File: src/cmc_pkg.sv
// Constants, types and mode decoding for the comparator mode control block
package cmc_pkg;

   // ----------------------------------------------------------------
   // Widths and pin indices
   // ----------------------------------------------------------------
   localparam int unsigned CMC_NPINS   = 3;
   localparam int unsigned CMC_PIN_INV = 0;  // Inverting input pin
   localparam int unsigned CMC_PIN_NON = 1;  // Non-inverting input pin
   localparam int unsigned CMC_PIN_OUT = 2;  // External result pin

   // ----------------------------------------------------------------
   // Configuration register layout
   // ----------------------------------------------------------------
   localparam int unsigned CMC_MODE_LSB   = 0;
   localparam int unsigned CMC_MODE_MSB   = 2;
   localparam int unsigned CMC_SWITCH_BIT = 3;
   localparam int unsigned CMC_INVERT_BIT = 4;
   localparam int unsigned CMC_RESULT_BIT = 6;
   localparam logic [7:0]  CMC_CFG_RESET  = 8'h00;
   localparam logic        CMC_BIT_RESET  = 1'h0;

   // ----------------------------------------------------------------
   // Mode selection codes
   // ----------------------------------------------------------------
   localparam logic [2:0] CMC_MODE_RESET   = 3'h0;
   localparam logic [2:0] CMC_MODE_OUT     = 3'h1;
   localparam logic [2:0] CMC_MODE_NOOUT   = 3'h2;
   localparam logic [2:0] CMC_MODE_REF_OUT = 3'h3;
   localparam logic [2:0] CMC_MODE_REF     = 3'h4;
   localparam logic [2:0] CMC_MODE_MUX_OUT = 3'h5;
   localparam logic [2:0] CMC_MODE_MUX     = 3'h6;
   localparam logic [2:0] CMC_MODE_OFF     = 3'h7;

   // Pin and core setup derived from one mode code
   typedef struct packed {
      logic [2:0] analog;     // Digital input buffer off, reads 0
      logic [2:0] drive_cmp;  // Pin carries the result
      logic       enable;     // Comparator powered
      logic       use_ref;    // Internal reference on non-inverting input
      logic       mux;        // Input switch active
   } cmc_mode_cfg_t;

   // Decode a mode code into its pin functions
   function automatic cmc_mode_cfg_t cmc_decode(input logic [2:0] mode);
      cmc_mode_cfg_t c;
      c = '0;
      case (mode)
         CMC_MODE_RESET:   c = '{3'h3, 3'h0, 1'b0, 1'b0, 1'b0};
         CMC_MODE_OUT:     c = '{3'h3, 3'h4, 1'b1, 1'b0, 1'b0};
         CMC_MODE_NOOUT:   c = '{3'h3, 3'h0, 1'b1, 1'b0, 1'b0};
         CMC_MODE_REF_OUT: c = '{3'h1, 3'h4, 1'b1, 1'b1, 1'b0};
         CMC_MODE_REF:     c = '{3'h1, 3'h0, 1'b1, 1'b1, 1'b0};
         CMC_MODE_MUX_OUT: c = '{3'h3, 3'h4, 1'b1, 1'b1, 1'b1};
         CMC_MODE_MUX:     c = '{3'h3, 3'h0, 1'b1, 1'b1, 1'b1};
         CMC_MODE_OFF:     c = '{3'h0, 3'h0, 1'b0, 1'b0, 1'b0};
         default:          c = '{3'h3, 3'h0, 1'b0, 1'b0, 1'b0};
      endcase
      return c;
   endfunction : cmc_decode

endpackage : cmc_pkg

File: src/cmc_pin_if.sv
// Interface carrying pin functions from the control core to the pin logic
`timescale 1ns/10ps
interface cmc_pin_if;
   logic [2:0] analog;     // Pin in analog function
   logic [2:0] drive_cmp;  // Pin carries the comparator result
   logic       cmp_value;  // Result after polarity
   logic [2:0] port_out;   // Port latch output data
   logic [2:0] port_dir;   // Direction bits, 1 = input

   modport ctrl (output analog, output drive_cmp, output cmp_value,
                 output port_out, output port_dir);
   modport pins (input analog, input drive_cmp, input cmp_value,
                 input port_out, input port_dir);
endinterface : cmc_pin_if

File: src/cmc_sync.sv
// Two-stage synchroniser for the asynchronous comparator result
`timescale 1ns/10ps
module cmc_sync (
   input  wire logic clock,
   input  wire logic nrst,
   input  wire logic async_in,
   output logic      sync_out
);
   import cmc_pkg::*;

   typedef struct packed {
      logic stage1;
      logic stage2;
   } cmc_sync_t;

   cmc_sync_t state_ff;
   cmc_sync_t nxt_state;

   // Stage one feeds only stage two
   always_comb begin
      nxt_state        = state_ff;
      nxt_state.stage1 = async_in;
      nxt_state.stage2 = state_ff.stage1;
   end

   // State register
   always_ff @(posedge clock or negedge nrst) begin
      if (!nrst) begin
         state_ff <= '0;
      end else begin
         state_ff <= nxt_state;
      end
   end

   assign sync_out = state_ff.stage2;
endmodule : cmc_sync

File: src/cmc_pin_mux.sv
// Per-pin port logic: analog masking, result override and read-back
`timescale 1ns/10ps
module cmc_pin_mux (
   input  wire logic       clock,
   input  wire logic       nrst,
   cmc_pin_if.pins         pin_cfg,
   input  wire logic [2:0] pin_in,
   output logic      [2:0] pin_out,
   output logic      [2:0] pin_oe,
   output logic      [2:0] pin_in_buf_en,
   output logic      [2:0] port_rd_data
);
   import cmc_pkg::*;

   typedef struct packed {
      logic [2:0] out;
      logic [2:0] oe;
      logic [2:0] buf_en;
      logic [2:0] rd;
   } cmc_pin_t;

   cmc_pin_t state_ff;
   cmc_pin_t nxt_state;

   // Pin function per pin
   always_comb begin
      nxt_state = state_ff;
      for (int i = 0; i < CMC_NPINS; i++) begin
         // Result overrides the port latch
         nxt_state.out[i]    = pin_cfg.drive_cmp[i] ? pin_cfg.cmp_value
                                                    : pin_cfg.port_out[i]; // see RULE4
         nxt_state.oe[i]     = ~pin_cfg.port_dir[i];
         // Analog pins lose the input buffer and read zero
         nxt_state.buf_en[i] = ~pin_cfg.analog[i];                        // see RULE3
         nxt_state.rd[i]     = pin_cfg.analog[i] ? 1'b0 : pin_in[i];      // see RULE3
      end
   end

   // State register
   always_ff @(posedge clock or negedge nrst) begin
      if (!nrst) begin
         state_ff <= '0;
      end else begin
         state_ff <= nxt_state;
      end
   end

   assign pin_out       = state_ff.out;
   assign pin_oe        = state_ff.oe;
   assign pin_in_buf_en = state_ff.buf_en;
   assign port_rd_data  = state_ff.rd;
endmodule : cmc_pin_mux

File: src/cmc_top.sv
// Comparator mode control: configuration, result path and change detection
//
// Functional notes
// RULE1: raw result low when plus below minus
// RULE2: eight modes from three-bit mode field
// RULE3: analog pins: buffer off, port reads zero
// RULE4: output-function pin carries result, overrides port
// RULE5: result pin driven only in 001/011/101
// RULE6: status bit always shows current result
// RULE7: polarity bit inverts status and pin
// RULE8: modes 101/110 switch inverting input
// RULE9: input switch is configuration bit three
// RULE10: mode 000 off, inputs analog, pin I/O
// RULE11: mode 111 off, all three pins I/O
// RULE12: comparator off reads polarity bit value
// RULE13: mode 100 uses reference, no pin drive
// RULE14: software clears direction of driven pin
// RULE15: software sets direction of analog pins
// RULE16: software masks interrupts during mode change
// RULE17: flag set while result differs from latch
// RULE18: register read captures result into latch
// RULE19: reset returns mode field to 000
// RULE20: raw result synchronised before any use
`timescale 1ns/10ps
module cmc_top (
   input  wire logic       clock,
   input  wire logic       nrst,
   input  wire logic       cfg_wr_en,
   input  wire logic [7:0] cfg_wr_data,
   input  wire logic       cfg_rd_en,
   output logic      [7:0] cfg_rd_data,
   input  wire logic       flag_clear,
   output logic            comparator_change_flag,
   output logic            cmp_result,
   output logic      [2:0] mode_select_field,
   output logic            result_invert,
   output logic            input_switch_sel,
   input  wire logic       cmp_raw,
   output logic            cmp_enable,
   output logic            cmp_ref_sel,
   output logic            cmp_inv_from_noninv_pin,
   input  wire logic [2:0] port_out_data,
   input  wire logic [2:0] pin_direction_bit,
   input  wire logic [2:0] pin_in,
   output logic      [2:0] pin_out,
   output logic      [2:0] pin_oe,
   output logic      [2:0] pin_in_buf_en,
   output logic      [2:0] port_rd_data
);
   import cmc_pkg::*;

   // ----------------------------------------------------------------
   // State
   // ----------------------------------------------------------------
   typedef struct packed {
      logic [2:0] mode;       // Mode selection field
      logic       invert;     // Output polarity
      logic       switch_sel; // Inverting input switch
      logic       result;     // Status bit after polarity
      logic       ref_latch;  // Result captured at last access
      logic       flag;       // Sticky change flag
      logic       enable;     // Comparator power to the core
      logic       use_ref;    // Reference on non-inverting input
      logic       inv_swap;   // Inverting input from second pin
   } cmc_state_t;

   cmc_state_t    state_ff;
   cmc_state_t    nxt_state;
   cmc_mode_cfg_t cur_cfg;
   cmc_mode_cfg_t nxt_cfg;
   logic          raw_sync;
   logic          access;
   logic          mismatch;
   logic          wr_invert;
   logic          wr_switch;
   logic    [2:0] wr_mode;

   // ----------------------------------------------------------------
   // Synchroniser for the analog result
   // ----------------------------------------------------------------
   // Core result is asynchronous to the clock
   cmc_sync u_sync (                                    // see RULE20
      .clock    (clock),
      .nrst     (nrst),
      .async_in (cmp_raw),
      .sync_out (raw_sync)
   );

   // ----------------------------------------------------------------
   // Configuration write fields
   // ----------------------------------------------------------------
   // Field extraction from the write data
   assign wr_mode   = cfg_wr_data[CMC_MODE_MSB:CMC_MODE_LSB];  // see RULE2
   assign wr_switch = cfg_wr_data[CMC_SWITCH_BIT];            // see RULE9
   assign wr_invert = cfg_wr_data[CMC_INVERT_BIT];

   // A write counts as an access as it begins with a read
   assign access = cfg_rd_en | cfg_wr_en;

   // Decode of current and next mode
   assign cur_cfg = cmc_decode(state_ff.mode);
   assign nxt_cfg = cmc_decode(cfg_wr_en ? wr_mode : state_ff.mode);

   // Result differs from the value captured at last access
   assign mismatch = state_ff.result ^ state_ff.ref_latch;      // see RULE17

   // ----------------------------------------------------------------
   // Next-state logic
   // ----------------------------------------------------------------
   always_comb begin
      nxt_state = state_ff;

      // Software configuration write
      if (cfg_wr_en) begin
         nxt_state.mode       = wr_mode;                        // see RULE2
         nxt_state.switch_sel = wr_switch;                      // see RULE9
         nxt_state.invert     = wr_invert;
      end

      // Result: raw level (high unless plus input is below minus input) flipped by the polarity bit
      if (cur_cfg.enable) begin
         nxt_state.result = raw_sync ^ state_ff.invert;        // see RULE1 RULE7
      end else begin
         nxt_state.result = state_ff.invert;                   // see RULE12
      end

      // Capture the shown result on any access
      if (access) begin
         nxt_state.ref_latch = state_ff.result;                // see RULE18
      end

      // Mismatch sets the flag; set wins over a clear
      if (mismatch) begin
         nxt_state.flag = 1'b1;                                // see RULE17
      end else if (flag_clear) begin
         nxt_state.flag = 1'b0;
      end

      // Analog core controls follow the mode being entered
      nxt_state.enable   = nxt_cfg.enable;                     // see RULE10
      nxt_state.use_ref  = nxt_cfg.use_ref;                    // see RULE13
      nxt_state.inv_swap = nxt_cfg.mux & nxt_state.switch_sel; // see RULE8
   end

   // ----------------------------------------------------------------
   // State register
   // ----------------------------------------------------------------
   // Reset puts the block into the reset mode
   always_ff @(posedge clock or negedge nrst) begin
      if (!nrst) begin
         state_ff            <= '0;
         state_ff.mode       <= CMC_MODE_RESET;                // see RULE19
         state_ff.invert     <= CMC_BIT_RESET;
         state_ff.switch_sel <= CMC_BIT_RESET;
         state_ff.ref_latch  <= CMC_BIT_RESET;
         state_ff.flag       <= CMC_BIT_RESET;
      end else begin
         state_ff <= nxt_state;
      end
   end

   // ----------------------------------------------------------------
   // Pin logic
   // ----------------------------------------------------------------
   cmc_pin_if pin_cfg ();

   // Pin functions of the current mode
   assign pin_cfg.analog    = cur_cfg.analog;                  // see RULE3
   assign pin_cfg.drive_cmp = cur_cfg.drive_cmp;               // see RULE5
   assign pin_cfg.cmp_value = state_ff.result;                 // see RULE7
   assign pin_cfg.port_out  = port_out_data;
   assign pin_cfg.port_dir  = pin_direction_bit;               // see RULE14

   cmc_pin_mux u_pins (
      .clock         (clock),
      .nrst          (nrst),
      .pin_cfg       (pin_cfg.pins),
      .pin_in        (pin_in),
      .pin_out       (pin_out),
      .pin_oe        (pin_oe),
      .pin_in_buf_en (pin_in_buf_en),
      .port_rd_data  (port_rd_data)
   );

   // ----------------------------------------------------------------
   // Outputs
   // ----------------------------------------------------------------
   // Configuration read-back, unused bits zero
   always_comb begin
      cfg_rd_data                                = CMC_CFG_RESET;
      cfg_rd_data[CMC_MODE_MSB:CMC_MODE_LSB]     = state_ff.mode;
      cfg_rd_data[CMC_SWITCH_BIT]                = state_ff.switch_sel;
      cfg_rd_data[CMC_INVERT_BIT]                = state_ff.invert;
      cfg_rd_data[CMC_RESULT_BIT]                = state_ff.result;  // see RULE6
   end

   // Register-backed status and core controls
   assign cmp_result              = state_ff.result;           // see RULE6
   assign comparator_change_flag  = state_ff.flag;
   assign mode_select_field       = state_ff.mode;
   assign result_invert           = state_ff.invert;
   assign input_switch_sel        = state_ff.switch_sel;
   assign cmp_enable              = state_ff.enable;           // see RULE11
   assign cmp_ref_sel             = state_ff.use_ref;
   assign cmp_inv_from_noninv_pin = state_ff.inv_swap;

endmodule : cmc_top

File: config.mk
export PLATFORM = sky130hd
export DESIGN_NAME = cmc_top
export DESIGN_NICKNAME = d
export VERILOG_FILES = /design/src/cmc_pkg.sv /design/src/cmc_pin_if.sv /design/src/cmc_sync.sv /design/src/cmc_pin_mux.sv /design/src/cmc_top.sv
export SDC_FILE = /design/constraint.sdc
export NUM_CORES = 1
export LEC_CHECK = 0
export BUFFER_PORTS_ARGS = -buffer_cell sky130_fd_sc_hd__buf_2
export CORE_UTILIZATION = 31
export DETAILED_ROUTE_END_ITERATION = 8
export PLACE_DENSITY_LB_ADDON = 0.08
export SLEW_MARGIN = 20
export SYNTH_ARGS = -nofsm -noshare
export SYNTH_HDL_FRONTEND = slang
export SYNTH_SLANG_ARGS = --single-unit
File: constraint.sdc
create_clock -name clock -period 1.3 [get_ports clock]
set_input_delay 0.065 -clock clock [delete_from_list [all_inputs] [get_ports clock]]
set_output_delay 0.065 -clock clock [all_outputs]
set_load 0.05 [all_outputs]
== Word-level counts from Yosys, hierarchy flattened ==
Memory sizes are Yosys's and may differ from the RTL's.
Cells that the tools add are included.
Operators by class
  mux-type cells: 11
  bitwise operators: 10
  reductions and logical operators: 1
Operators by type and width (count)
  1-bit 2-to-1 mux: 10
  1-bit NOT: 5
  3-bit 2-to-1 mux: 1
  2-bit nonzero test: 1
  1-bit bitwise XOR: 2
  1-bit AND: 1
  1-bit NOT, first input constant: 1
  1-bit OR: 1
Word-level totals
  bits in registers: 25
  memory bits (read-only): 96
  output and inout port bits: 30
  logic and storage cells: 39
  memories: 2
Memories
  (name not given): depth 8, bits a word 6, read ports 1, clocked after Yosys merged registers in 0, write ports 0, line cmc_pkg.sv:48  | case (mode)
  (name not given): depth 8, bits a word 6, read ports 1, clocked after Yosys merged registers in 0, write ports 0, line cmc_pkg.sv:48

== Depth between registers and ports, before layout ==
Gate-level depths: netlist (run 1).
An unclocked memory read counts as a cell.
  word-level depth: 3
  gate-level depth with buffers: 7

== Cells and area by module ==
A second synthesis (run 1) with hierarchy kept.
Unflattened totals
  cell total of the unflattened synthesis: 87
  area, all modules: 1069.8 µm²
By module, submodules not included
  cmc_top: instances 1, cells an instance 61, area an instance 640.6 µm², seq. area each 275.3 µm²
  cmc_pin_mux: instances 1, cells an instance 24, area an instance 379.1 µm², seq. area each 300.3 µm²
  cmc_sync: instances 1, cells an instance 2, area an instance 50.0 µm², seq. area each 50.0 µm²

== Worst setup path before layout (run 1) ==
No wires, ideal clock.
  kind: reg2reg
  start: register state_ff, in the netlist mode_select_field[0]
  end: register u_pins.state_ff, in the netlist u_pins.pin_out[2]
  arrival time: 1068 ps
  data required time: 1175 ps
  setup slack: 107 ps
  cell stages (with the launch flop): 4
  buffers on the path: 0
  clock period less this slack: 1193 ps
  path through: dfrtp_1 > ha_1 > mux2i_1 > mux2_2
RTL lines
  start: declaration: line cmc_top.sv:67  | cmc_state_t state_ff;
  start signal: assignment: line cmc_top.sv:158  | state_ff <= nxt_state;
  end signal: assignment: line cmc_pin_mux.sv:44  | state_ff <= nxt_state;
  end: declaration: line cmc_pin_mux.sv:22  | cmc_pin_t state_ff;

==> out/results.md, run 1 <==
| Result | This run |
|:---|:---|
| Result of the run | complete, no violations |
| First-pass GRT wire length | 2.91 mm |
| Synth-to-Final Area Change | 37.7% |
| Total wire length | 1.86 mm |
| Half-perimeter wire length of the detailed placement result | 1.30 mm |
| Post-synth EDFFs | 0 |
| DRT antenna net count | 0 |
| Path type of the worst setup path | register to register |
| Clock period minus worst slack | 1.26 ns |
| Max Root-Sink Buffers | 2 |
| Routed wirelength normalized by instance count | 10.2 µm |
| Cell count after synthesis | 82 |
| NumNets Final | 169 |
| Post-synthesis async set-or-reset flop share | 100% |
| Storage element area | 627 µm² |
| Top-level port count | 53 |
| Setup repair after global routing missed its margin | no |
| Pin count of the biggest net entering global routing | 26 |
| Clock transition at the registers of the reported paths | 0.13 ns |
| Footprint of the multi-input gates | 285 µm² |
| Fillcell total | 304 |
| Power Dens Cells | 1340 nW/µm² |
| Hold WC Path Type | input port to register |
| Most common library cells after synthesis | 25 x sky130_fd_sc_hd__dfrtp_1, 12 x sky130_fd_sc_hd__buf_4, 8 x sky130_fd_sc_hd__inv_1 |
| Port bufs | 47 |
| Post-Syn Area per Cell | 12.7 µm² |
| Distinct cell type count after synthesis | 18 |
| Internal portion of total power | 1.17 mW |
| Latest clock arrival within the worst-skew pair | 0.31 ns |
| Post-synthesis sequential area ratio | 60.2% |
| Antenna Diode Count | 0 |
| Placer congestion estimate | 0.723 |
| Number of global-route vias before repair | 702 |
| Util after Layout | 45.7% |
| Worst slew margin relative to its limit | 62.8% |
| Placed instance area | 1250 µm² |
| Number of slew-limit violations in the final report | 0 |
| Summed negative setup slack over all endpoints | 0 ns |
| Most area-consuming cells after synthesis | sky130_fd_sc_hd__dfrtp_1 60%, sky130_fd_sc_hd__buf_4 8.7%, sky130_fd_sc_hd__ha_1 7.2%, sky130_fd_sc_hd__mux2_2 4.3%, sky130_fd_sc_hd__mux2i_1 2.9% |
| Final hold viol count | 0 |
| Number of max-capacitance violations reported | 0 |
| Share of power burned in the clock network | 17.5% |
| Post-place setup slack | 0.0237 ns |
| Final worst path period share | 97.3% |
| Global-route congestion overflow total | 0 |
| Floorplan die width | 59.9 µm |
| Switching portion of total power | 38.9% |
| Area of the placeable core | 3130 µm² |
| CTS root buf | sky130_fd_sc_hd__clkbuf_4 |
| Register bit total from synthesis | 25 |
| Number of buffers created by CTS | 3 |
| Total via count in the routed design | 709 |
| Drc violations | 0 |
| Number of antenna violations at the first check in global routing | 0 |
| Clock sinks | 25 |
| Required time reported for the critical path endpoint | 1.51 ns |
| Number of H-tree branching levels | 1 |
| Initial standard-cell utilization of the core | 33.2% |
| DRT Pass-1 Iters | 3 |
| Pleak | 0.770 nW |
| Post-synthesis cell type with the largest combined area | sky130_fd_sc_hd__dfrtp_1 |
| Via density per instance | 3.87 |
| Actual slew at the worst max-slew pin | 0.558 ns |
| Crit start category | register |
| DIE AREA | 3590 µm² |
| Non-Filler Cell Area, Final | 1430 µm² |
| CTS tree | built |
| Die H | 59.9 µm |
| GRT Util Overall | 11.2% |
| Psw | 743 µW |
| Number of standard cells in the final layout excluding fillers | 183 |
| Worst path arrival time | 1.47 ns |
| Endpoint type of the worst setup path | register |
| Site Rows | 20 |
| Portion of synthesized cell area occupied by the leading cell type | 60.2% |
| Worst IR drop on VDD | 568 µV |
| Post-route worst setup slack | 0.0352 ns |
| Iteration-0 DRC Markers | 12 |
| Number of warnings issued by yosys | 0 |
| Most frequent cell after synthesis | sky130_fd_sc_hd__dfrtp_1 |
| Setup Viol. Count Final | 0 |
| Ys flop type | sky130_fd_sc_hd__dfrtp_1 |
| Layout cells sized above 1 | 43.9% |
| Fmax | 791 MHz |
| Cell total after placement | 163 |
| Worst clock skew | 0.00383 ns |
| Part of the total power dissipated in sequential elements | 47.2% |
| Synth Cell Area | 1040 µm² |
| Part of the power in combinational logic | 35.3% |
| Maximum fanout along the worst path | 5 |
-- per-stage QoR --
| stage | total power, mW | hold WS, ns |
|---|---|---|
| finish | 1.91 | 0.0380 |
| detailed placement | 1.56 | 0.0926 |
| CTS | 1.94 | 0.0182 |
| floorplan | 1.44 | -0.231 |
| global route | 2.03 | 0.0167 |
| global placement | 1.55 | 0.0866 |
-- registers in the layout, summed over array words and instances, names as in the netlist --
register / cells
u_pins.pin_out: 3
cmp_inv_from_noninv_pin: 1
cmp_result: 1
u_sync.sync_out: 1
mode_select_field: 3
state_ff: 1
cmp_ref_sel: 1
result_invert: 1
u_pins.pin_in_buf_en: 3
comparator_change_flag: 1
u_pins.pin_oe: 3
u_pins.port_rd_data: 3
u_sync.nxt_state: 1
input_switch_sel: 1
cmp_enable: 1
-- cell usage in the layout (no fill, tap or decap), drive strengths merged --
| cell type | n |
|---|---|
| mux2i | 3 |
| nand3 | 1 |
| nand2 | 4 |
| a21oi | 2 |
| buf | 51 |
| o21a | 2 |
| ha | 6 |
| dlygate4sd3 | 14 |
| and3 | 1 |
| conb | 3 |
| dfrtp | 25 |
| mux2 | 5 |
| o21ai | 2 |
| clkinv | 1 |
| xnor2 | 2 |
| and2 | 3 |
| clkbuf | 3 |
| inv | 8 |
| nor2 | 3 |
-- worst paths after layout --
| kind | start | to | slack [ns] | cells after the start |
|---|---|---|---|---|
| worst max-delay path | mode_select_field[0] | u_pins.pin_out[2] | 0.04 | 3 |
| worst min-delay path | cfg_wr_data[2] | mode_select_field[2] | 0.04 | 2 |
| worst max register to register | mode_select_field[0] | u_pins.pin_out[2] | 0.04 | 3 |
| worst min register to register | u_sync.nxt_state[0] | u_sync.sync_out | 0.37 | 0 |
| max in group asynchronous | nrst | mode_select_field[0] | 0.62 | 2 |
| min in group asynchronous | nrst | comparator_change_flag | 0.28 | 2 |
-- routing by layer --
layer | track usage, % | up-vias | wire (µm)
met1 | 12.5 | 329 | 786
met5 | 0 | - | 0
met4 | 5.32 | 0 | 16
met2 | 20.0 | 23 | 979
met3 | 2.60 | 2 | 79
li1 | - | 355 | -
-- final cells by class --
| cell class | instances | share of cell area (%) |
|---|---|---|
| clock buffers | 3 | 1.57 |
| clock inverters | 1 | 0.350 |
| inverters | 8 | 2.10 |
| multi-input cells | 37 | 19.9 |
| flip-flops and latches | 25 | 43.8 |
| well taps | 44 | 3.85 |
| repair buffers | 65 | 28.3 |
-- power groups by stage --
stage / Clock, mW / Combinational (mW) / Sequential, mW
floorplan: 0 / 0.296 / 1.15
global placement: 0 / 0.638 / 0.916
detailed placement: 0 / 0.640 / 0.919
CTS: 0.367 / 0.673 / 0.905
global route: 0.393 / 0.723 / 0.917
finish: 0.334 / 0.676 / 0.902
-- logic make-up after synthesis --
logic type               synth area share (%)
AO/OA/AOI/OAI                            3.37
flip-flops                               60.2
XOR/XNOR                                 1.69
multiplexers                             8.67
AND/OR/NAND/NOR                          5.42
adder cells (fa/ha/maj)                  7.23
buffers and inverters                    12.7
other                                   0.723
-- critical path, cell delays in order (launching register included) --
cell and delay, ns:
sky130_fd_sc_hd__dfrtp_2 0.46, sky130_fd_sc_hd__ha_1 0.20, sky130_fd_sc_hd__mux2i_1 0.17, sky130_fd_sc_hd__mux2_2 0.35
-- timing repair --
action | 4_1_cts | 5_1_grt
hold buffers | 14 | 0
gates resized for setup | 0 | 1
setup buffers | 0 | 2
endpoints found under the hold margin | 38 | 0
setup endpoints to repair | 0 | 5
(Power assumes the default switching activity.)
==> inputs of run 2 (changes only) <==
- CORE_UTILIZATION: 31 -> 44
==> run 2 against run 1 <==
  * Global-route usage grew 3.2 points
  * Sequential share of layout area up 0.82 points
  * Clock power up 3%
  * Largest power group unchanged
  * Fmax up 3.0%
  * Die area decreased by 29%
  * Combinational power down 1%
  * Critical path depth shrank 1
  * Cell count decreased by 9.3%
  * Via count is 0.14% higher
  * Setup slack gained 0.036 ns
==> out/results.md, run 2 (same netlist as run 1, synthesis figures left out) <==
| Result | This run |
|:---|:---|
| Result of the run | complete, no violations |
| Kind of cell adding the most delay to the critical path | flip-flops |
| Total via count in the routed design | 710 |
| Worst path arrival time | 1.16 ns |
| Floorplan die width | 50.6 µm |
| Number of buffers created by CTS | 3 |
| CTS tree | built |
| Met3 usage in global routing | 3.64% |
| Met1 usage | 16.4% |
| DRT Pass-1 Iters | 3 |
| Antenna Diode Count | 0 |
| Met2 Usage GRT | 23.6% |
| Number of max-capacitance violations reported | 0 |
| Port bufs | 47 |
| DRT antenna net count | 0 |
| Summed negative setup slack over all endpoints | 0 ns |
| Site Rows | 17 |
| Drc violations | 0 |
| Final hold viol count | 0 |
| Routed wirelength normalized by instance count | 9.93 µm |
| Actual slew at the worst max-slew pin | 0.546 ns |
| Top-level port count | 53 |
| Most common cell after layout, fill and taps aside | sky130_fd_sc_hd__buf_2 |
| Most heavily used metal layer in global routing | met2 |
| Path type of the worst setup path | register to output port |
| Largest stage delay on the critical path | 0.45 ns |
| Hold WC Path Type | input port to register |
| Number of global-route vias before repair | 615 |
| Post-place setup slack | 0.0447 ns |
| Pwr Total | 1.91 mW |
| Total wire length | 1.65 mm |
| Crit start category | register |
| Number of H-tree branching levels | 1 |
| Initial standard-cell utilization of the core | 46.9% |
| Half-perimeter wire length of the detailed placement result | 1.14 mm |
| Worst clock skew | 0.00155 ns |
| Setup repair after global routing missed its margin | yes |
| Maximum fanout along the worst path | 6 |
| Area of the placeable core | 2210 µm² |
| Pin count of the biggest net entering global routing | 26 |
| Worst IR drop on VDD | 911 µV |
| Setup Viol. Count Final | 0 |
| Layout cells sized above 1 | 44.2% |
| Number of slew-limit violations in the final report | 0 |
| Commonest cells after routing, fill and taps aside | 47 x sky130_fd_sc_hd__buf_2, 24 x sky130_fd_sc_hd__dfrtp_1, 14 x sky130_fd_sc_hd__dlygate4sd3_1, 7 x sky130_fd_sc_hd__inv_1, 5 x sky130_fd_sc_hd__ha_1 |
| Pleak | 0.760 nW |
| Global-route congestion overflow total | 0 |
| Via density per instance | 4.28 |
| Number of antenna violations at the first check in global routing | 0 |
| Latest clock arrival within the worst-skew pair | 0.31 ns |
| Fmax | 814 MHz |
| Die H | 50.6 µm |
| Synth-to-Final Area Change | 35.2% |
| Number of standard cells in the final layout excluding fillers | 166 |
| Placer congestion estimate | 0.689 |
| Power Dens Cells | 1360 nW/µm² |
| Required time reported for the critical path endpoint | 1.24 ns |
| Iteration-0 DRC Markers | 2 |
| Cell total after placement | 147 |
| GRT Util Overall | 14.4% |
| WP buf/inv | 2 |
| Clock transition at the registers of the reported paths | 0.13 ns |
| Critical-path cell with the highest stage delay | sky130_fd_sc_hd__dfrtp_2 |
| Ordered list of cells on the worst path | buf_4 > buf_2 |
| Endpoint type of the worst setup path | output port |
| Clock period minus worst slack | 1.23 ns |
| Final worst path period share | 94.5% |
| Clock sinks | 25 |
| Max Root-Sink Buffers | 2 |
| DIE AREA | 2560 µm² |
| Worst slew margin relative to its limit | 63.6% |
| NumNets Final | 168 |
| CTS root buf | sky130_fd_sc_hd__clkbuf_4 |
| Post-route worst setup slack | 0.0715 ns |
| First-pass GRT wire length | 2.59 mm |
run 2: cell count changes in the layout (fill, tap and decap cells not counted):
cell                       change
sky130_fd_sc_hd__ha_1          -1
sky130_fd_sc_hd__ha_2          +1
sky130_fd_sc_hd__clkbuf_1      +1
sky130_fd_sc_hd__buf_4         -1
sky130_fd_sc_hd__inv_1         -1
sky130_fd_sc_hd__clkinv_2      -1
sky130_fd_sc_hd__inv_2         +1
run 2: timing repair:
item | 4_1_cts | 5_1_grt
resized for setup | 1 | 2
pin swaps | 0 | 0
setup buffers | 0 | 1
endpoints found under the setup margin | 1 | 1
hold buffers | 14 | 0
cloned | 0 | 0
endpoints found under the hold margin | 38 | 0
run 2: worst reg2reg max path: cells and delay by family (launching register included):
kind / cells / cell delay [ns]
flops: 1 / 0.43
mux: 2 / 0.49
fa+ha+maj: 1 / 0.19
run 2: final cells by class:
| type | count | area [µm²] |
|---|---|---|
| Timing Repair Buffer | 64 | 398 |
| Inverter | 8 | 30.0 |
| Sequential cell | 25 | 627 |
| Fill cell | 200 | 808 |
| Tap cell | 28 | 35.0 |
| Clock buffer | 4 | 26.3 |
| Multi-Input combinational cell | 37 | 288 |
run 2: through the flow:
step	utilization [%]	hold WS, ns	area (µm²)
floorplan	-	-0.231	1040
global placement	55.4	0.0785	1230
detailed placement	55.4	0.0908	1230
CTS	63.0	0.0214	1390
global route	63.5	0.0190	1400
finish	63.5	0.0289	1400
run 2: final timing paths:
path                                 startpoint                    to  slack [ns]  depth (start not counted)
setup reg to reg           mode_select_field[0]     u_pins.pin_out[2]        0.08                          3
max in group asynchronous                  nrst  mode_select_field[2]        0.66                          2
hold / removal                   cfg_wr_data[2]  mode_select_field[2]        0.03                          2
setup / recovery           mode_select_field[2]        cfg_rd_data[2]        0.07                          2
min in group asynchronous                  nrst     u_pins.pin_out[0]        0.25                          2
hold reg to reg             u_sync.nxt_state[0]       u_sync.sync_out        0.37                          0
run 2: where the power goes:
group	internal, mW	switching (mW)
Sequential	0.859	0.0445
Clock	0.120	0.224
Combinational	0.192	0.475
Total	1.17	0.743
run 2: routing by layer:
metal  vias up  wire length, µm
met5         -                0
met4         0               30
met3         4               96
met2        29              812
met1       325              709
li1        352                -
